File: src/hdl/spi_port_cfg.svh
/*
  Addresses, field positions, reset values and bus codes of the serial port.
  Assumes it is included by bare name from the design file.
*/
`ifndef SPI_PORT_CFG_SVH
`define SPI_PORT_CFG_SVH

`define SPI_STATUS_ADDR 32'hffff0a00
`define SPI_RX_ADDR 32'hffff0a04
`define SPI_TX_ADDR 32'hffff0a08
`define SPI_DIV_ADDR 32'hffff0a0c
`define SPI_CTRL_ADDR 32'hffff0a10

`define SPI_CTRL_RESET 16'h0000
`define SPI_CTRL_WMASK 16'h1fef
`define SPI_DIV_RESET 8'h1b
`define SPI_RX_RESET 8'h00
`define SPI_SYNC_RESET 4'h8

`define CTL_EN 0
`define CTL_MASTER 1
`define CTL_CPHA 2
`define CTL_CPOL 3
`define CTL_LSB 5
`define CTL_TXMODE 6
`define CTL_UFPREV 7
`define CTL_OVW 8
`define CTL_CONT 12

`define SPI_BITS 4'h8
`define SPI_LAST_BIT 4'h7

`define AXI_OKAY 2'b00
`define AXI_SLVERR 2'b10

`endif

File: src/hdl/spi_port_pkg.sv
/*
  Types shared by the serial port: pin bundles and the master sequencer states.
  Assumes nothing beyond a SystemVerilog compiler.
*/
`default_nettype none
package spi_port_pkg;
  typedef enum logic [1:0] {M_IDLE, M_RUN, M_STALL} master_state_t;

  typedef struct packed {
    logic ss_n;
    logic miso;
    logic mosi;
    logic sclk;
  } pins_in_t;

  typedef struct packed {
    logic sclk_o;
    logic sclk_oe;
    logic mosi_o;
    logic mosi_oe;
    logic miso_o;
    logic miso_oe;
    logic ss_n_o;
    logic ss_n_oe;
  } pins_out_t;
endpackage : spi_port_pkg
`default_nettype wire

File: src/hdl/spi_port_control_status.sv
/*
  Byte-wide serial port, master or slave, with control, status, divider and
  holding registers on an AXI4-Lite slave.
  Assumes pins arrive asynchronously and a single clock aclk with synchronous
  active-low reset aresetn; the pad logic resolves the two-way pins.
*/
// Summary of operation
// - On transmit underflow resend previous byte if control bit 7, else send zeros.
// - Master with control bit 6 set: transmit write starts; interrupt on transmit empty.
// - Master with control bit 6 clear: receive read starts; interrupt on receive full.
// - Control bit 5 shifts least significant bit first, otherwise most significant first.
// - Control bit 3 makes the serial clock rest high, otherwise low.
// - Control bit 2 pulses clock at bit start, otherwise at bit end.
// - Control bit 1 selects master driving clock, otherwise slave.
// - Control bit 0 enables the port's pins, shifting and transmit interrupt, not the receive interrupt.
// - Status bit 5 flags byte arriving over unread data; receive read clears.
// - Status bit 4 is status bit 3 or 5; receive read clears.
// - Status bit 3 shows receive holding valid; receive read clears.
// - Status bit 2 flags transmit underflow; transmit write clears.
// - Status bit 1 is bit 0 clear or bit 2 set; write or disable clears.
// - Status bit 0 high from transmit write until that byte is sent.
// - Receive holding is 8-bit read-only, last byte shifted in, resets zero.
// - Transmit holding is 8-bit write-only and queues the byte for sending.
// - Control bit 8 overwrites full receive holding, otherwise new byte dropped.
// - Slave transfers while active-low select is low, byte after byte.
// - Master clock is base clock over twice one plus divider value.
// - Control bit 12 keeps master transferring back to back while data waits.
`default_nettype none
`include "spi_port_cfg.svh"
module spi_port_control_status (
  input wire logic aclk,
  input wire logic aresetn,
  input wire logic [31:0] awaddr,
  input wire logic awvalid,
  output logic awready,
  input wire logic [31:0] wdata,
  input wire logic [3:0] wstrb,
  input wire logic wvalid,
  output logic wready,
  output logic [1:0] bresp,
  output logic bvalid,
  input wire logic bready,
  input wire logic [31:0] araddr,
  input wire logic arvalid,
  output logic arready,
  output logic [31:0] rdata,
  output logic [1:0] rresp,
  output logic rvalid,
  input wire logic rready,
  input wire spi_port_pkg::pins_in_t pins_in,
  output var spi_port_pkg::pins_out_t pins_out,
  output logic spi_irq
);
  localparam logic [3:0] sync_rst = `SPI_SYNC_RESET;

  // Pin synchronisers: a filtered level follows once stages two and three agree.
  logic [3:0] pin_vec;
  logic [3:0] s1_ff;
  logic [3:0] s2_ff;
  logic [3:0] s3_ff;
  logic [3:0] flt_ff;
  assign pin_vec = {pins_in.ss_n, pins_in.miso, pins_in.mosi, pins_in.sclk};
  genvar gi;
  generate
    for (gi = 0; gi < 4; gi++) begin : g_sync
      always_ff @(posedge aclk) begin
        if (!aresetn) begin
          s1_ff[gi] <= sync_rst[gi];
          s2_ff[gi] <= sync_rst[gi];
          s3_ff[gi] <= sync_rst[gi];
          flt_ff[gi] <= sync_rst[gi];
        end else begin
          s1_ff[gi] <= pin_vec[gi];
          s2_ff[gi] <= s1_ff[gi];
          s3_ff[gi] <= s2_ff[gi];
          if (s2_ff[gi] == s3_ff[gi]) begin
            flt_ff[gi] <= s3_ff[gi];
          end
        end
      end
    end
  endgenerate
  wire sclk_f = flt_ff[0];
  wire mosi_f = flt_ff[1];
  wire miso_f = flt_ff[2];
  wire ss_n_f = flt_ff[3];

  // Registers.
  logic [15:0] ctrl_ff;
  logic [7:0] div_ff;
  logic [7:0] tx_hold_ff;
  logic tx_full_ff;
  logic [7:0] rx_hold_ff;
  logic rx_full_ff;
  logic ovf_ff;
  logic uf_ff;
  logic sending_ff;
  logic [7:0] prev_ff;

  wire en = ctrl_ff[`CTL_EN];
  wire master = ctrl_ff[`CTL_MASTER];
  wire cpha = ctrl_ff[`CTL_CPHA];
  wire cpol = ctrl_ff[`CTL_CPOL];
  wire lsb = ctrl_ff[`CTL_LSB];
  wire txmode = ctrl_ff[`CTL_TXMODE];
  wire ufprev = ctrl_ff[`CTL_UFPREV];
  wire ovw = ctrl_ff[`CTL_OVW];
  wire cont = ctrl_ff[`CTL_CONT];

  // AXI4-Lite write path: address and data are held independently.
  logic aw_hold_ff;
  logic w_hold_ff;
  logic [31:0] awaddr_ff;
  logic [31:0] wdata_ff;
  logic [3:0] wstrb_ff;
  logic awready_ff;
  logic wready_ff;
  logic bvalid_ff;
  logic [1:0] bresp_ff;
  wire aw_take = awvalid & awready_ff;
  wire w_take = wvalid & wready_ff;
  wire wr_do = aw_hold_ff & w_hold_ff & ~bvalid_ff;
  wire nxt_aw_hold = ~wr_do & (aw_hold_ff | aw_take);
  wire nxt_w_hold = ~wr_do & (w_hold_ff | w_take);
  wire wa_status = awaddr_ff == `SPI_STATUS_ADDR;
  wire wa_rx = awaddr_ff == `SPI_RX_ADDR;
  wire wa_tx = awaddr_ff == `SPI_TX_ADDR;
  wire wa_div = awaddr_ff == `SPI_DIV_ADDR;
  wire wa_ctrl = awaddr_ff == `SPI_CTRL_ADDR;
  wire wa_known = wa_status | wa_rx | wa_tx | wa_div | wa_ctrl;
  wire wr_tx = wr_do & wa_tx & wstrb_ff[0];
  wire [15:0] ctrl_wmask = `SPI_CTRL_WMASK;
  wire [15:0] lane_mask = {{8{wstrb_ff[1]}}, {8{wstrb_ff[0]}}};
  wire [15:0] ctrl_bits = lane_mask & ctrl_wmask;
  wire [15:0] nxt_ctrl = (ctrl_ff & ~ctrl_bits) | (wdata_ff[15:0] & ctrl_bits);

  always_ff @(posedge aclk) begin
    if (!aresetn) begin
      aw_hold_ff <= 1'b0;
      w_hold_ff <= 1'b0;
      awaddr_ff <= 32'h00000000;
      wdata_ff <= 32'h00000000;
      wstrb_ff <= 4'h0;
      awready_ff <= 1'b0;
      wready_ff <= 1'b0;
      bvalid_ff <= 1'b0;
      bresp_ff <= `AXI_OKAY;
    end else begin
      aw_hold_ff <= nxt_aw_hold;
      w_hold_ff <= nxt_w_hold;
      awready_ff <= ~nxt_aw_hold;
      wready_ff <= ~nxt_w_hold;
      if (aw_take) begin
        awaddr_ff <= awaddr;
      end
      if (w_take) begin
        wdata_ff <= wdata;
        wstrb_ff <= wstrb;
      end
      if (wr_do) begin
        bvalid_ff <= 1'b1;
        bresp_ff <= wa_known ? `AXI_OKAY : `AXI_SLVERR;
      end else if (bready) begin
        bvalid_ff <= 1'b0;
      end
    end
  end

  always_ff @(posedge aclk) begin
    if (!aresetn) begin
      ctrl_ff <= `SPI_CTRL_RESET;
      div_ff <= `SPI_DIV_RESET;
    end else if (wr_do) begin
      if (wa_ctrl) begin
        ctrl_ff <= nxt_ctrl;
      end else if (wa_div && wstrb_ff[0]) begin
        div_ff <= wdata_ff[7:0];
      end
    end
  end

  // Status word and the port interrupt selection.
  wire tx_busy = tx_full_ff | sending_ff;
  wire tx_irq = en & (~tx_busy | uf_ff);
  wire rx_irq = rx_full_ff | ovf_ff;
  wire [7:0] status = {2'b00, ovf_ff, rx_irq, rx_full_ff, uf_ff, tx_irq, tx_busy};

  // AXI4-Lite read path.
  logic arready_ff;
  logic rvalid_ff;
  logic [31:0] rdata_ff;
  logic [1:0] rresp_ff;
  wire rd_take = arvalid & arready_ff;
  wire nxt_rvalid = rd_take | (rvalid_ff & ~rready);
  wire ra_status = araddr == `SPI_STATUS_ADDR;
  wire ra_rx = araddr == `SPI_RX_ADDR;
  wire ra_tx = araddr == `SPI_TX_ADDR;
  wire ra_div = araddr == `SPI_DIV_ADDR;
  wire ra_ctrl = araddr == `SPI_CTRL_ADDR;
  wire ra_known = ra_status | ra_rx | ra_tx | ra_div | ra_ctrl;
  wire rd_rx = rd_take & ra_rx;
  logic [31:0] rd_word;
  assign rd_word = ra_status ? {24'h000000, status} :
                   ra_rx ? {24'h000000, rx_hold_ff} :
                   ra_div ? {24'h000000, div_ff} :
                   ra_ctrl ? {16'h0000, ctrl_ff} : 32'h00000000;

  always_ff @(posedge aclk) begin
    if (!aresetn) begin
      arready_ff <= 1'b0;
      rvalid_ff <= 1'b0;
      rdata_ff <= 32'h00000000;
      rresp_ff <= `AXI_OKAY;
    end else begin
      arready_ff <= ~nxt_rvalid;
      rvalid_ff <= nxt_rvalid;
      if (rd_take) begin
        rdata_ff <= rd_word;
        rresp_ff <= ra_known ? `AXI_OKAY : `AXI_SLVERR;
      end
    end
  end

  // Master sequencer: half-period ticks from the divider.
  spi_port_pkg::master_state_t state_ff;
  logic [7:0] hcnt_ff;
  logic phase_ff;
  logic rd_req_ff;
  logic [3:0] bitcnt_ff;
  logic reload_ff;
  wire tick = hcnt_ff == div_ff;
  wire m_want = txmode ? tx_full_ff : rd_req_ff;
  wire m_start = en & master & (state_ff == spi_port_pkg::M_IDLE) & m_want;
  wire m_run = state_ff == spi_port_pkg::M_RUN;
  wire lead_m = m_run & tick & ~phase_ff;
  wire trail_m = m_run & tick & phase_ff;
  wire last_trail = trail_m & (cpha ? bitcnt_ff == `SPI_LAST_BIT : reload_ff);
  wire cont_go = cont & tx_full_ff;

  always_ff @(posedge aclk) begin
    if (!aresetn) begin
      state_ff <= spi_port_pkg::M_IDLE;
      hcnt_ff <= 8'h00;
      phase_ff <= 1'b0;
      rd_req_ff <= 1'b0;
    end else begin
      if (rd_rx && master && !txmode) begin
        rd_req_ff <= 1'b1;
      end else if (m_start || !en || !master) begin
        rd_req_ff <= 1'b0;
      end
      hcnt_ff <= (tick || state_ff == spi_port_pkg::M_IDLE) ? 8'h00 : hcnt_ff + 8'h01;
      if (!en || !master) begin
        state_ff <= spi_port_pkg::M_IDLE;
        phase_ff <= 1'b0;
      end else begin
        case (state_ff)
          spi_port_pkg::M_IDLE: begin
            if (m_start) begin
              state_ff <= spi_port_pkg::M_RUN;
            end
          end
          spi_port_pkg::M_RUN: begin
            if (tick) begin
              phase_ff <= ~phase_ff;
            end
            if (last_trail && !cont_go) begin
              state_ff <= spi_port_pkg::M_STALL;
            end
          end
          spi_port_pkg::M_STALL: begin
            if (tick) begin
              state_ff <= spi_port_pkg::M_IDLE;
            end
          end
          default: begin
            state_ff <= spi_port_pkg::M_IDLE;
          end
        endcase
      end
    end
  end

  // Slave edge detection on the filtered pins.
  logic sclk_d_ff;
  logic ss_d_ff;
  wire s_on = en & ~master;
  wire s_active = s_on & ~ss_n_f;
  wire s_edge = s_active & (sclk_f != sclk_d_ff);
  wire lead_s = s_edge & (sclk_f != cpol);
  wire trail_s = s_edge & (sclk_f == cpol);
  wire s_start = s_on & ss_d_ff & ~ss_n_f;

  always_ff @(posedge aclk) begin
    if (!aresetn) begin
      sclk_d_ff <= 1'b0;
      ss_d_ff <= 1'b1;
    end else begin
      sclk_d_ff <= sclk_f;
      ss_d_ff <= ss_n_f;
    end
  end

  // Shared shift engine; drive and sample edges follow the phase setting.
  wire lead = master ? lead_m : lead_s;
  wire trail = master ? trail_m : trail_s;
  wire start = master ? m_start : s_start;
  wire sample = cpha ? trail : lead;
  wire drive = cpha ? lead : trail;
  wire frame_off = master ? ~m_run : (ss_n_f | ~en);
  wire load_now = (start & ~cpha) | (drive & reload_ff & (~master | ~last_trail | cont_go));
  wire shift_now = drive & ~reload_ff & ~start;
  wire byte_done = sample & ~reload_ff & (bitcnt_ff == `SPI_LAST_BIT);
  wire in_bit = master ? miso_f : mosi_f;
  wire [7:0] fill = ufprev ? prev_ff : 8'h00;
  wire [7:0] next_byte = tx_full_ff ? tx_hold_ff : fill;
  logic [7:0] tx_sr_ff;
  logic [7:0] rx_sr_ff;
  logic out_bit_ff;
  wire [7:0] rx_next = lsb ? {in_bit, rx_sr_ff[7:1]} : {rx_sr_ff[6:0], in_bit};
  wire [7:0] tx_shift = lsb ? {1'b0, tx_sr_ff[7:1]} : {tx_sr_ff[6:0], 1'b0};
  wire load_bit = lsb ? next_byte[0] : next_byte[7];
  wire shift_bit = lsb ? tx_shift[0] : tx_shift[7];

  always_ff @(posedge aclk) begin
    if (!aresetn) begin
      bitcnt_ff <= 4'h0;
      reload_ff <= 1'b0;
      tx_sr_ff <= 8'h00;
      rx_sr_ff <= 8'h00;
      out_bit_ff <= 1'b0;
    end else begin
      if (start) begin
        bitcnt_ff <= 4'h0;
        reload_ff <= cpha;
      end else if (frame_off) begin
        bitcnt_ff <= 4'h0;
        reload_ff <= 1'b0;
      end else begin
        if (sample && !reload_ff) begin
          rx_sr_ff <= rx_next;
          bitcnt_ff <= byte_done ? 4'h0 : bitcnt_ff + 4'h1;
        end
        if (byte_done) begin
          reload_ff <= 1'b1;
        end else if (load_now) begin
          reload_ff <= 1'b0;
        end
      end
      if (load_now) begin
        tx_sr_ff <= next_byte;
        out_bit_ff <= load_bit;
      end else if (shift_now) begin
        tx_sr_ff <= tx_shift;
        out_bit_ff <= shift_bit;
      end
    end
  end

  // Holding registers and their flags; a hardware set wins over a clear.
  wire rx_store = byte_done & (~rx_full_ff | rd_rx | ovw);
  wire ovf_set = byte_done & rx_full_ff & ~rd_rx;
  wire uf_set = load_now & ~tx_full_ff;

  always_ff @(posedge aclk) begin
    if (!aresetn) begin
      tx_hold_ff <= 8'h00;
      tx_full_ff <= 1'b0;
      rx_hold_ff <= `SPI_RX_RESET;
      rx_full_ff <= 1'b0;
      ovf_ff <= 1'b0;
      uf_ff <= 1'b0;
      sending_ff <= 1'b0;
      prev_ff <= 8'h00;
    end else begin
      if (wr_tx) begin
        tx_hold_ff <= wdata_ff[7:0];
        tx_full_ff <= 1'b1;
      end else if (load_now) begin
        tx_full_ff <= 1'b0;
      end
      if (load_now) begin
        prev_ff <= next_byte;
      end
      if (load_now && tx_full_ff) begin
        sending_ff <= 1'b1;
      end else if (byte_done || frame_off) begin
        sending_ff <= 1'b0;
      end
      if (uf_set) begin
        uf_ff <= 1'b1;
      end else if (wr_tx) begin
        uf_ff <= 1'b0;
      end
      if (rx_store) begin
        rx_hold_ff <= rx_next;
      end
      if (byte_done) begin
        rx_full_ff <= 1'b1;
      end else if (rd_rx) begin
        rx_full_ff <= 1'b0;
      end
      if (ovf_set) begin
        ovf_ff <= 1'b1;
      end else if (rd_rx) begin
        ovf_ff <= 1'b0;
      end
    end
  end

  // Registered pin drive and interrupt.
  spi_port_pkg::pins_out_t nxt_pins;
  always_comb begin
    nxt_pins.sclk_o = cpol ^ (phase_ff & m_run);
    nxt_pins.sclk_oe = en & master;
    nxt_pins.mosi_o = out_bit_ff;
    nxt_pins.mosi_oe = en & master;
    nxt_pins.miso_o = out_bit_ff;
    nxt_pins.miso_oe = s_active;
    nxt_pins.ss_n_o = ~m_run;
    nxt_pins.ss_n_oe = en & master;
  end

  always_ff @(posedge aclk) begin
    if (!aresetn) begin
      pins_out <= '0;
      spi_irq <= 1'b0;
    end else begin
      pins_out <= nxt_pins;
      spi_irq <= txmode ? tx_irq : rx_irq;
    end
  end

  assign awready = awready_ff;
  assign wready = wready_ff;
  assign bvalid = bvalid_ff;
  assign bresp = bresp_ff;
  assign arready = arready_ff;
  assign rvalid = rvalid_ff;
  assign rdata = rdata_ff;
  assign rresp = rresp_ff;
endmodule : spi_port_control_status
`default_nettype wire

File: config.mk
export PLATFORM = sky130hd
export DESIGN_NAME = spi_port_control_status
export DESIGN_NICKNAME = d
export VERILOG_FILES = /design/src/hdl/spi_port_pkg.sv /design/src/hdl/spi_port_control_status.sv
export VERILOG_INCLUDE_DIRS = /design/src /design/src/hdl
export SDC_FILE = /design/constraint.sdc
export NUM_CORES = 1
export LEC_CHECK = 0
export BUFFER_PORTS_ARGS = -buffer_cell sky130_fd_sc_hd__buf_2
export CAP_MARGIN = 15
export CORE_UTILIZATION = 30
export CTS_BUF_LIST = sky130_fd_sc_hd__clkbuf_8
export DETAILED_ROUTE_END_ITERATION = 10
export GPL_ROUTABILITY_DRIVEN = 0
export HOLD_SLACK_MARGIN = 0.12
export PLACE_DENSITY = 0.53
export SKIP_CTS_REPAIR_TIMING = 1
export SLEW_MARGIN = 10
export SYNTH_ARGS = -nofsm -noshare
export SYNTH_HDL_FRONTEND = slang
export SYNTH_SLANG_ARGS = --single-unit
File: constraint.sdc
create_clock -name aclk -period 2.1 [get_ports aclk]
set_input_delay 0.105 -clock aclk [delete_from_list [all_inputs] [get_ports aclk]]
set_output_delay 0.105 -clock aclk [all_outputs]
set_load 0.005 [all_outputs]
==> results of run 1 <==
## critical path, delay by kind of cell (launching register included)
kind            cells  cell delay (ns)
compound gates      3             0.94
simple gates        3             0.60
flops               1             0.34
buf+inv             1             0.21
xor+xnor            1             0.15
## layout make-up
class / count / area (µm²)
sequential: 176 / 3540
clock buffer: 17 / 234
inverter: 11 / 42.5
multi-input combinational: 628 / 3770
timing repair buffer: 264 / 1870
clock inverter: 15 / 163
fill: 2481 / 14200
tap: 324 / 405
## worst max-delay path by stage
stage / start / to / cells past startpoint
2_1_floorplan: state_ff[1] / rx_hold_ff[0] / 8
6_report: hcnt_ff[2] / bitcnt_ff[3] / 8
3_5_place_dp: div_ff[4] / prev_ff[6] / 10
4_1_cts: div_ff[4] / tx_sr_ff[1] / 9
5_1_grt: hcnt_ff[2] / bitcnt_ff[3] / 8
3_3_place_gp: div_ff[4] / prev_ff[6] / 10
## per-layer routing
layer | track usage | vias up | part of all wire
li1 | - | 3389 | -
met1 | 0.217 | 3199 | 0.48
met2 | 0.249 | 158 | 0.47
met3 | 0.0319 | 18 | 0.037
met4 | 0.0376 | 0 | 0.012
met5 | 0 | - | 0
## cells by family (layout without fill, tap and decap cells)
| family | Yosys count | after routing | synth area share |
|---|---|---|---|
| adder cells (fa/ha/maj) | 2 | 2 | 0.00339 |
| XOR/XNOR | 17 | 17 | 0.0202 |
| multiplexers | 56 | 56 | 0.0776 |
| AND/OR/NAND/NOR | 359 | 361 | 0.219 |
| other | 1 | 21 | 0.000508 |
| AO/OA/AOI/OAI | 171 | 171 | 0.146 |
| buffers and inverters | 82 | 307 | 0.0556 |
| flip-flops | 176 | 176 | 0.477 |
## state kept, by name, summed over array words and instances, names as in the netlist, 2 cells and up, named ones only
name        flops
awaddr_ff      32
rdata          13
wdata_ff       13
div_ff          8
hcnt_ff         8
prev_ff         8
rx_hold_ff      8
rx_sr_ff        8
tx_hold_ff      8
tx_sr_ff        8
pins_out        5
bitcnt_ff       4
s1_ff           4
s2_ff           4
s3_ff           4
state_ff        2
wstrb_ff        2
## per-stage QoR
stage | cell area (µm²) | worst slack [ns] | hold WS [ns] | cells
CTS | 9200 | -0.242 | -0.202 | 1372
finish | 10000 | -0.221 | 0.134 | 1435
floorplan | 7490 | -0.0540 | 0.206 | 884
detailed placement | 8800 | -0.233 | 0.299 | 1340
global placement | 8800 | -0.183 | 0.309 | 1340
global route | 10000 | -0.320 | 0.139 | 1435
## synth_stat cells, drive strengths merged, types with 9 or more instances
cell type	instances
a211oi	9
a21oi	88
and2	16
buf	34
clkbuf	37
dfxtp	176
inv	11
mux2	10
mux2i	46
nand2	148
nand2b	10
nand3	16
nand4	10
nor2	106
nor3	10
o21ai	24
xnor2	11
## power breakdown
part           internal, mW  switching, mW
clock                  1.07           1.30
sequential             3.40         0.0531
combinational         0.214          0.225
==> run metrics, run 1 <==
Mapped Area=7380 µm²; YS warnings=0; R2R cell count=8; most frequent cells in the layout=dfxtp_1, nand2_1, buf_2; Period minus WS final=2.32 ns; initial detailed-routing violation count=320; worst path cell trace=xnor2_2 -> nand4_1 -> o41a_1 -> a221oi_2 -> buf_4 -> nand4_1 -> or3_1 -> a21oi_1; Post-DP HPWL=14.7 mm; total power draw=6.27 mW; vias in the first global route=between 6000 and 7000; Synth area leaders=dfxtp_1, nand2_1, mux2i_1, a21oi_1, nor2_1; std cell rows=57; clk slew on worst S/H paths=0.09 ns; CTS tree=yes; gr ovfl total=0; CP max stage delay=0.47 ns; Worst Skew=0.0131 ns; layout net count=about 1200; Synth Flop Type=dfxtp_1; slowest CP cell=o41a_1; die area=25200 µm²; pin count of the biggest net entering global routing=50; layout cells sized above 1=0.276; Yosys top cell area share=0.477; number of port buffers=118; flops & latches, synth=176; relative slew slack=0.634; initial antenna violation count=0; Num Clock Sinks=176; Worst EP arrival=2.72 ns; vias post-DR=6764; crit end category=register; RSZ-0062 raised after global routing=true; Clock Tree Root=clkbuf_8; H-tree depth=4; CP Max Fanout=6; hold wc startpoint=arvalid; worst reg2reg path endpoint=bitcnt_ff[3]; DRT Pass-1 Iters=4; Mapped Cells=864; FMAX=431 MHz; final worst-path cycle share=1.11; number of max-cap violations=0; Worst Tran Pin Value=0.548 ns; Worst Hold Class=input pin to register; pwr dens=625 nW/µm²; Antenna Cells=0; setup TNS=-6.28 ns; Synth area leader=dfxtp_1; Initial Util=0.305; VDD IR max=372 µV; Area Growth Syn to Fin=35.8%; library cells used by synthesis=61; post-route setup slack=-0.221 ns; violated checks=negative setup slack; Worst Path Required=2.50 ns; most frequent CP cell=nand4_1; first-pass GRT wire length=31.8 mm; crit path launch type=register; status=finished with violations; clock latency on the worst-skew pair=0.47 ns; R2R Path Start=hcnt_ff[2]; global-route usage over all layers=0.157; Max Slew Vio Count=0; io pins=roughly 160; buffer depth of the longest clock path=2; Die W=159 µm; Core ar.=around 24000 µm²; antenna-violating nets left=0; leakage=4.13 nW; register area share after synthesis=0.477; Final Hold Vio Count=0; detailed-route wire length per cell=around 14 µm; Setup Crit Path Kind=register to register; Vert. Die Dim=159 µm; CTS Buf Count=17; async set-reset flop share out of synthesis=0; WHS Endpoint=rdata[3]; number of synthesized flops with an enable pin=0; number of setup violations in the final report=64; most common cell after layout, fill and taps aside=dfxtp_1; worst reg-to-reg setup slack=-0.22 ns; Finished Core Util=0.413; vias per cell=4.71; Mean Syn Cell Area=~8.5 µm²; Hold Path Depth=4; # DRC=0; Routed WL=20.6 mm
Note: power is estimated with default switching activity, not from simulation.
==> run 2, diff against run 1 <==
--- a/config.mk
+++ b/config.mk
@@ -11,3 +11,2 @@
 export CORE_UTILIZATION = 30
-export CTS_BUF_LIST = sky130_fd_sc_hd__clkbuf_8
 export DETAILED_ROUTE_END_ITERATION = 10
--- a/constraint.sdc
+++ b/constraint.sdc
@@ -3,2 +3,2 @@
 set_output_delay 0.105 -clock aclk [all_outputs]
-set_load 0.005 [all_outputs]
+set_load 0.02 [all_outputs]
==> run 2 against run 1 <==
Compared with the run above:
- the run still ends with negative setup slack left
- non-clock buffer count down 3
- global-route usage up 0.15 points
- cell area up 1.6%
- critical path depth unchanged
- die area unchanged
- maximum frequency up 0.64%
- clock skew up 0.0051 ns
- register-to-register slack about the same
- power up 14%
- sequential share of layout area down 0.52 points
- clock power up 35%
- count of clock-buffer cells in the layout up 2
- largest cell class unchanged
- largest power group unchanged
==> run metrics, run 2 (synthesized netlist as in run 1, its figures left out) <==
Vert. Die Dim=around 160 µm; dpl cell area=about 9000 µm²; CTS Buf Count=17; final worst-path cycle share=1.10; design area=~10000 µm²; clk slew on worst S/H paths=0.07 ns; Worst Path Required=about 2.5 ns; VDD IR max=492 µV; violated checks=negative setup slack; Finished Layout Cells=1431; Num Clock Sinks=176; pwr dens=700 nW/µm²; Worst Hold Class=input pin to register; vias per cell=4.68; leakage=4.18 nW; initial detailed-routing violation count=354; CTS tree=yes; pin count of the biggest net entering global routing=50; clock latency on the worst-skew pair=0.43 ns; max reg flops=32; die area=between 20000 and 30000 µm²; # DRC=0; Worst Tran Pin Value=0.543 ns; CP startpoint=hcnt_ff[2]; Area Growth Syn to Fin=37.9%; Worst EP arrival=2.66 ns; number of setup violations in the final report=64; Finished Core Util=0.420; Core ar.=24200 µm²; std cell rows=57; crit path launch type=register; Worst Skew=0.0183 ns; worst reg-to-reg setup slack=-0.21 ns; setup TNS=-5.32 ns; vias in the first global route=6171; detailed-route wire length per cell=14.5 µm; FMAX=434 MHz; Max Slew Vio Count=0; Antenna Cells=0; Post-DP HPWL=14.7 mm; most common cell after layout, fill and taps aside=dfxtp_1; crit end category=register; R2R Path Start=hcnt_ff[2]; RSZ-0062 raised after global routing=true; number of max-cap violations=0; Routed WL=20.8 mm; Clock Tree Root=clkbuf_16; worst reg2reg path endpoint=bitcnt_ff[3]; worst hold slack=between 0.15 and 0.2 ns; global-route usage over all layers=0.158; CP Max Fanout=6; worst setup path end=bitcnt_ff[3]; post-route setup slack=-0.206 ns; Period minus WS final=around 2.3 ns; antenna-violating nets left=0; placed cells=1340; status=finished with violations; gr ovfl total=0; first-pass GRT wire length=32.0 mm; R2R cell count=8; buffer depth of the longest clock path=2; vias post-DR=6703; relative slew slack=0.638; most frequent cells in the layout=dfxtp_1, nand2_1, buf_2; layout cells sized above 1=0.274; initial antenna violation count=0; H-tree depth=4; layout net count=1207; DRT Pass-1 Iters=4; Top reg by flops=awaddr_ff; Initial Util=0.305; number of port buffers=between 100 and 150; Final Hold Vio Count=0; Die W=159 µm; Setup Crit Path Kind=register to register; io pins=161
==> run 2: cell count changes in the layout (fill, tap and decap cells not counted), moves of 3 or more <==
cell       change
buf_4          -3
o21ai_1        -4
o21ai_0        +4
clkbuf_16     +17
clkbuf_8      -17
==> run 2: worst min path at each step <==
stage                    start       end  slack (ns)  cells past startpoint
finish                 arvalid  rdata[3]        0.18                      4
global route         araddr[4]  rresp[1]        0.18                      4
CTS                 pins_in[3]  s1_ff[3]       -0.15                      2
detailed placement  pins_in[3]  s1_ff[3]        0.30                      2
global placement    pins_in[3]  s1_ff[3]        0.31                      2
floorplan           pins_in[3]  s1_ff[3]        0.21                      1
==> run 2: final cells by class <==
type                            count  area (µm²)
Timing Repair Buffer              261        1850
Sequential cell                   176        3540
Inverter                           11        42.5
Clock buffer                       19         433
Fill cell                        2448       14100
Multi-Input combinational cell    627        3760
Tap cell                          324         405
Clock inverter                     13         155
==> run 2: per-stage QoR <==
stage / power, mW / setup WS (ns)
CTS: 7.10 / -0.240
global route: 7.39 / -0.312
finish: 7.13 / -0.206
floorplan: 3.77 / -0.0540
global placement: 3.91 / -0.183
detailed placement: 3.92 / -0.233
==> run 2: critical path, stage by stage (launching register included) <==
cell,delay [ns]
dfxtp_2,0.33
xnor2_2,0.15
nand4_1,0.17
o41a_1,0.48
a221oi_2,0.35
buf_4,0.21
nand4_1,0.10
or3_1,0.32
a21oi_1,0.11
==> run 2: routing by layer <==
layer | wire (µm) | global-route usage
met2 | 9700 | 0.248
met3 | 790 | 0.0340
met5 | 0 | 0
met1 | 10100 | 0.218
met4 | 176 | 0.0428
==> run 2: power by group <==
group | internal [mW] | switching [mW]
logic | 0.214 | 0.262
clock network | 1.78 | 1.41
registers | 3.41 | 0.0526
total | 5.40 | 1.73
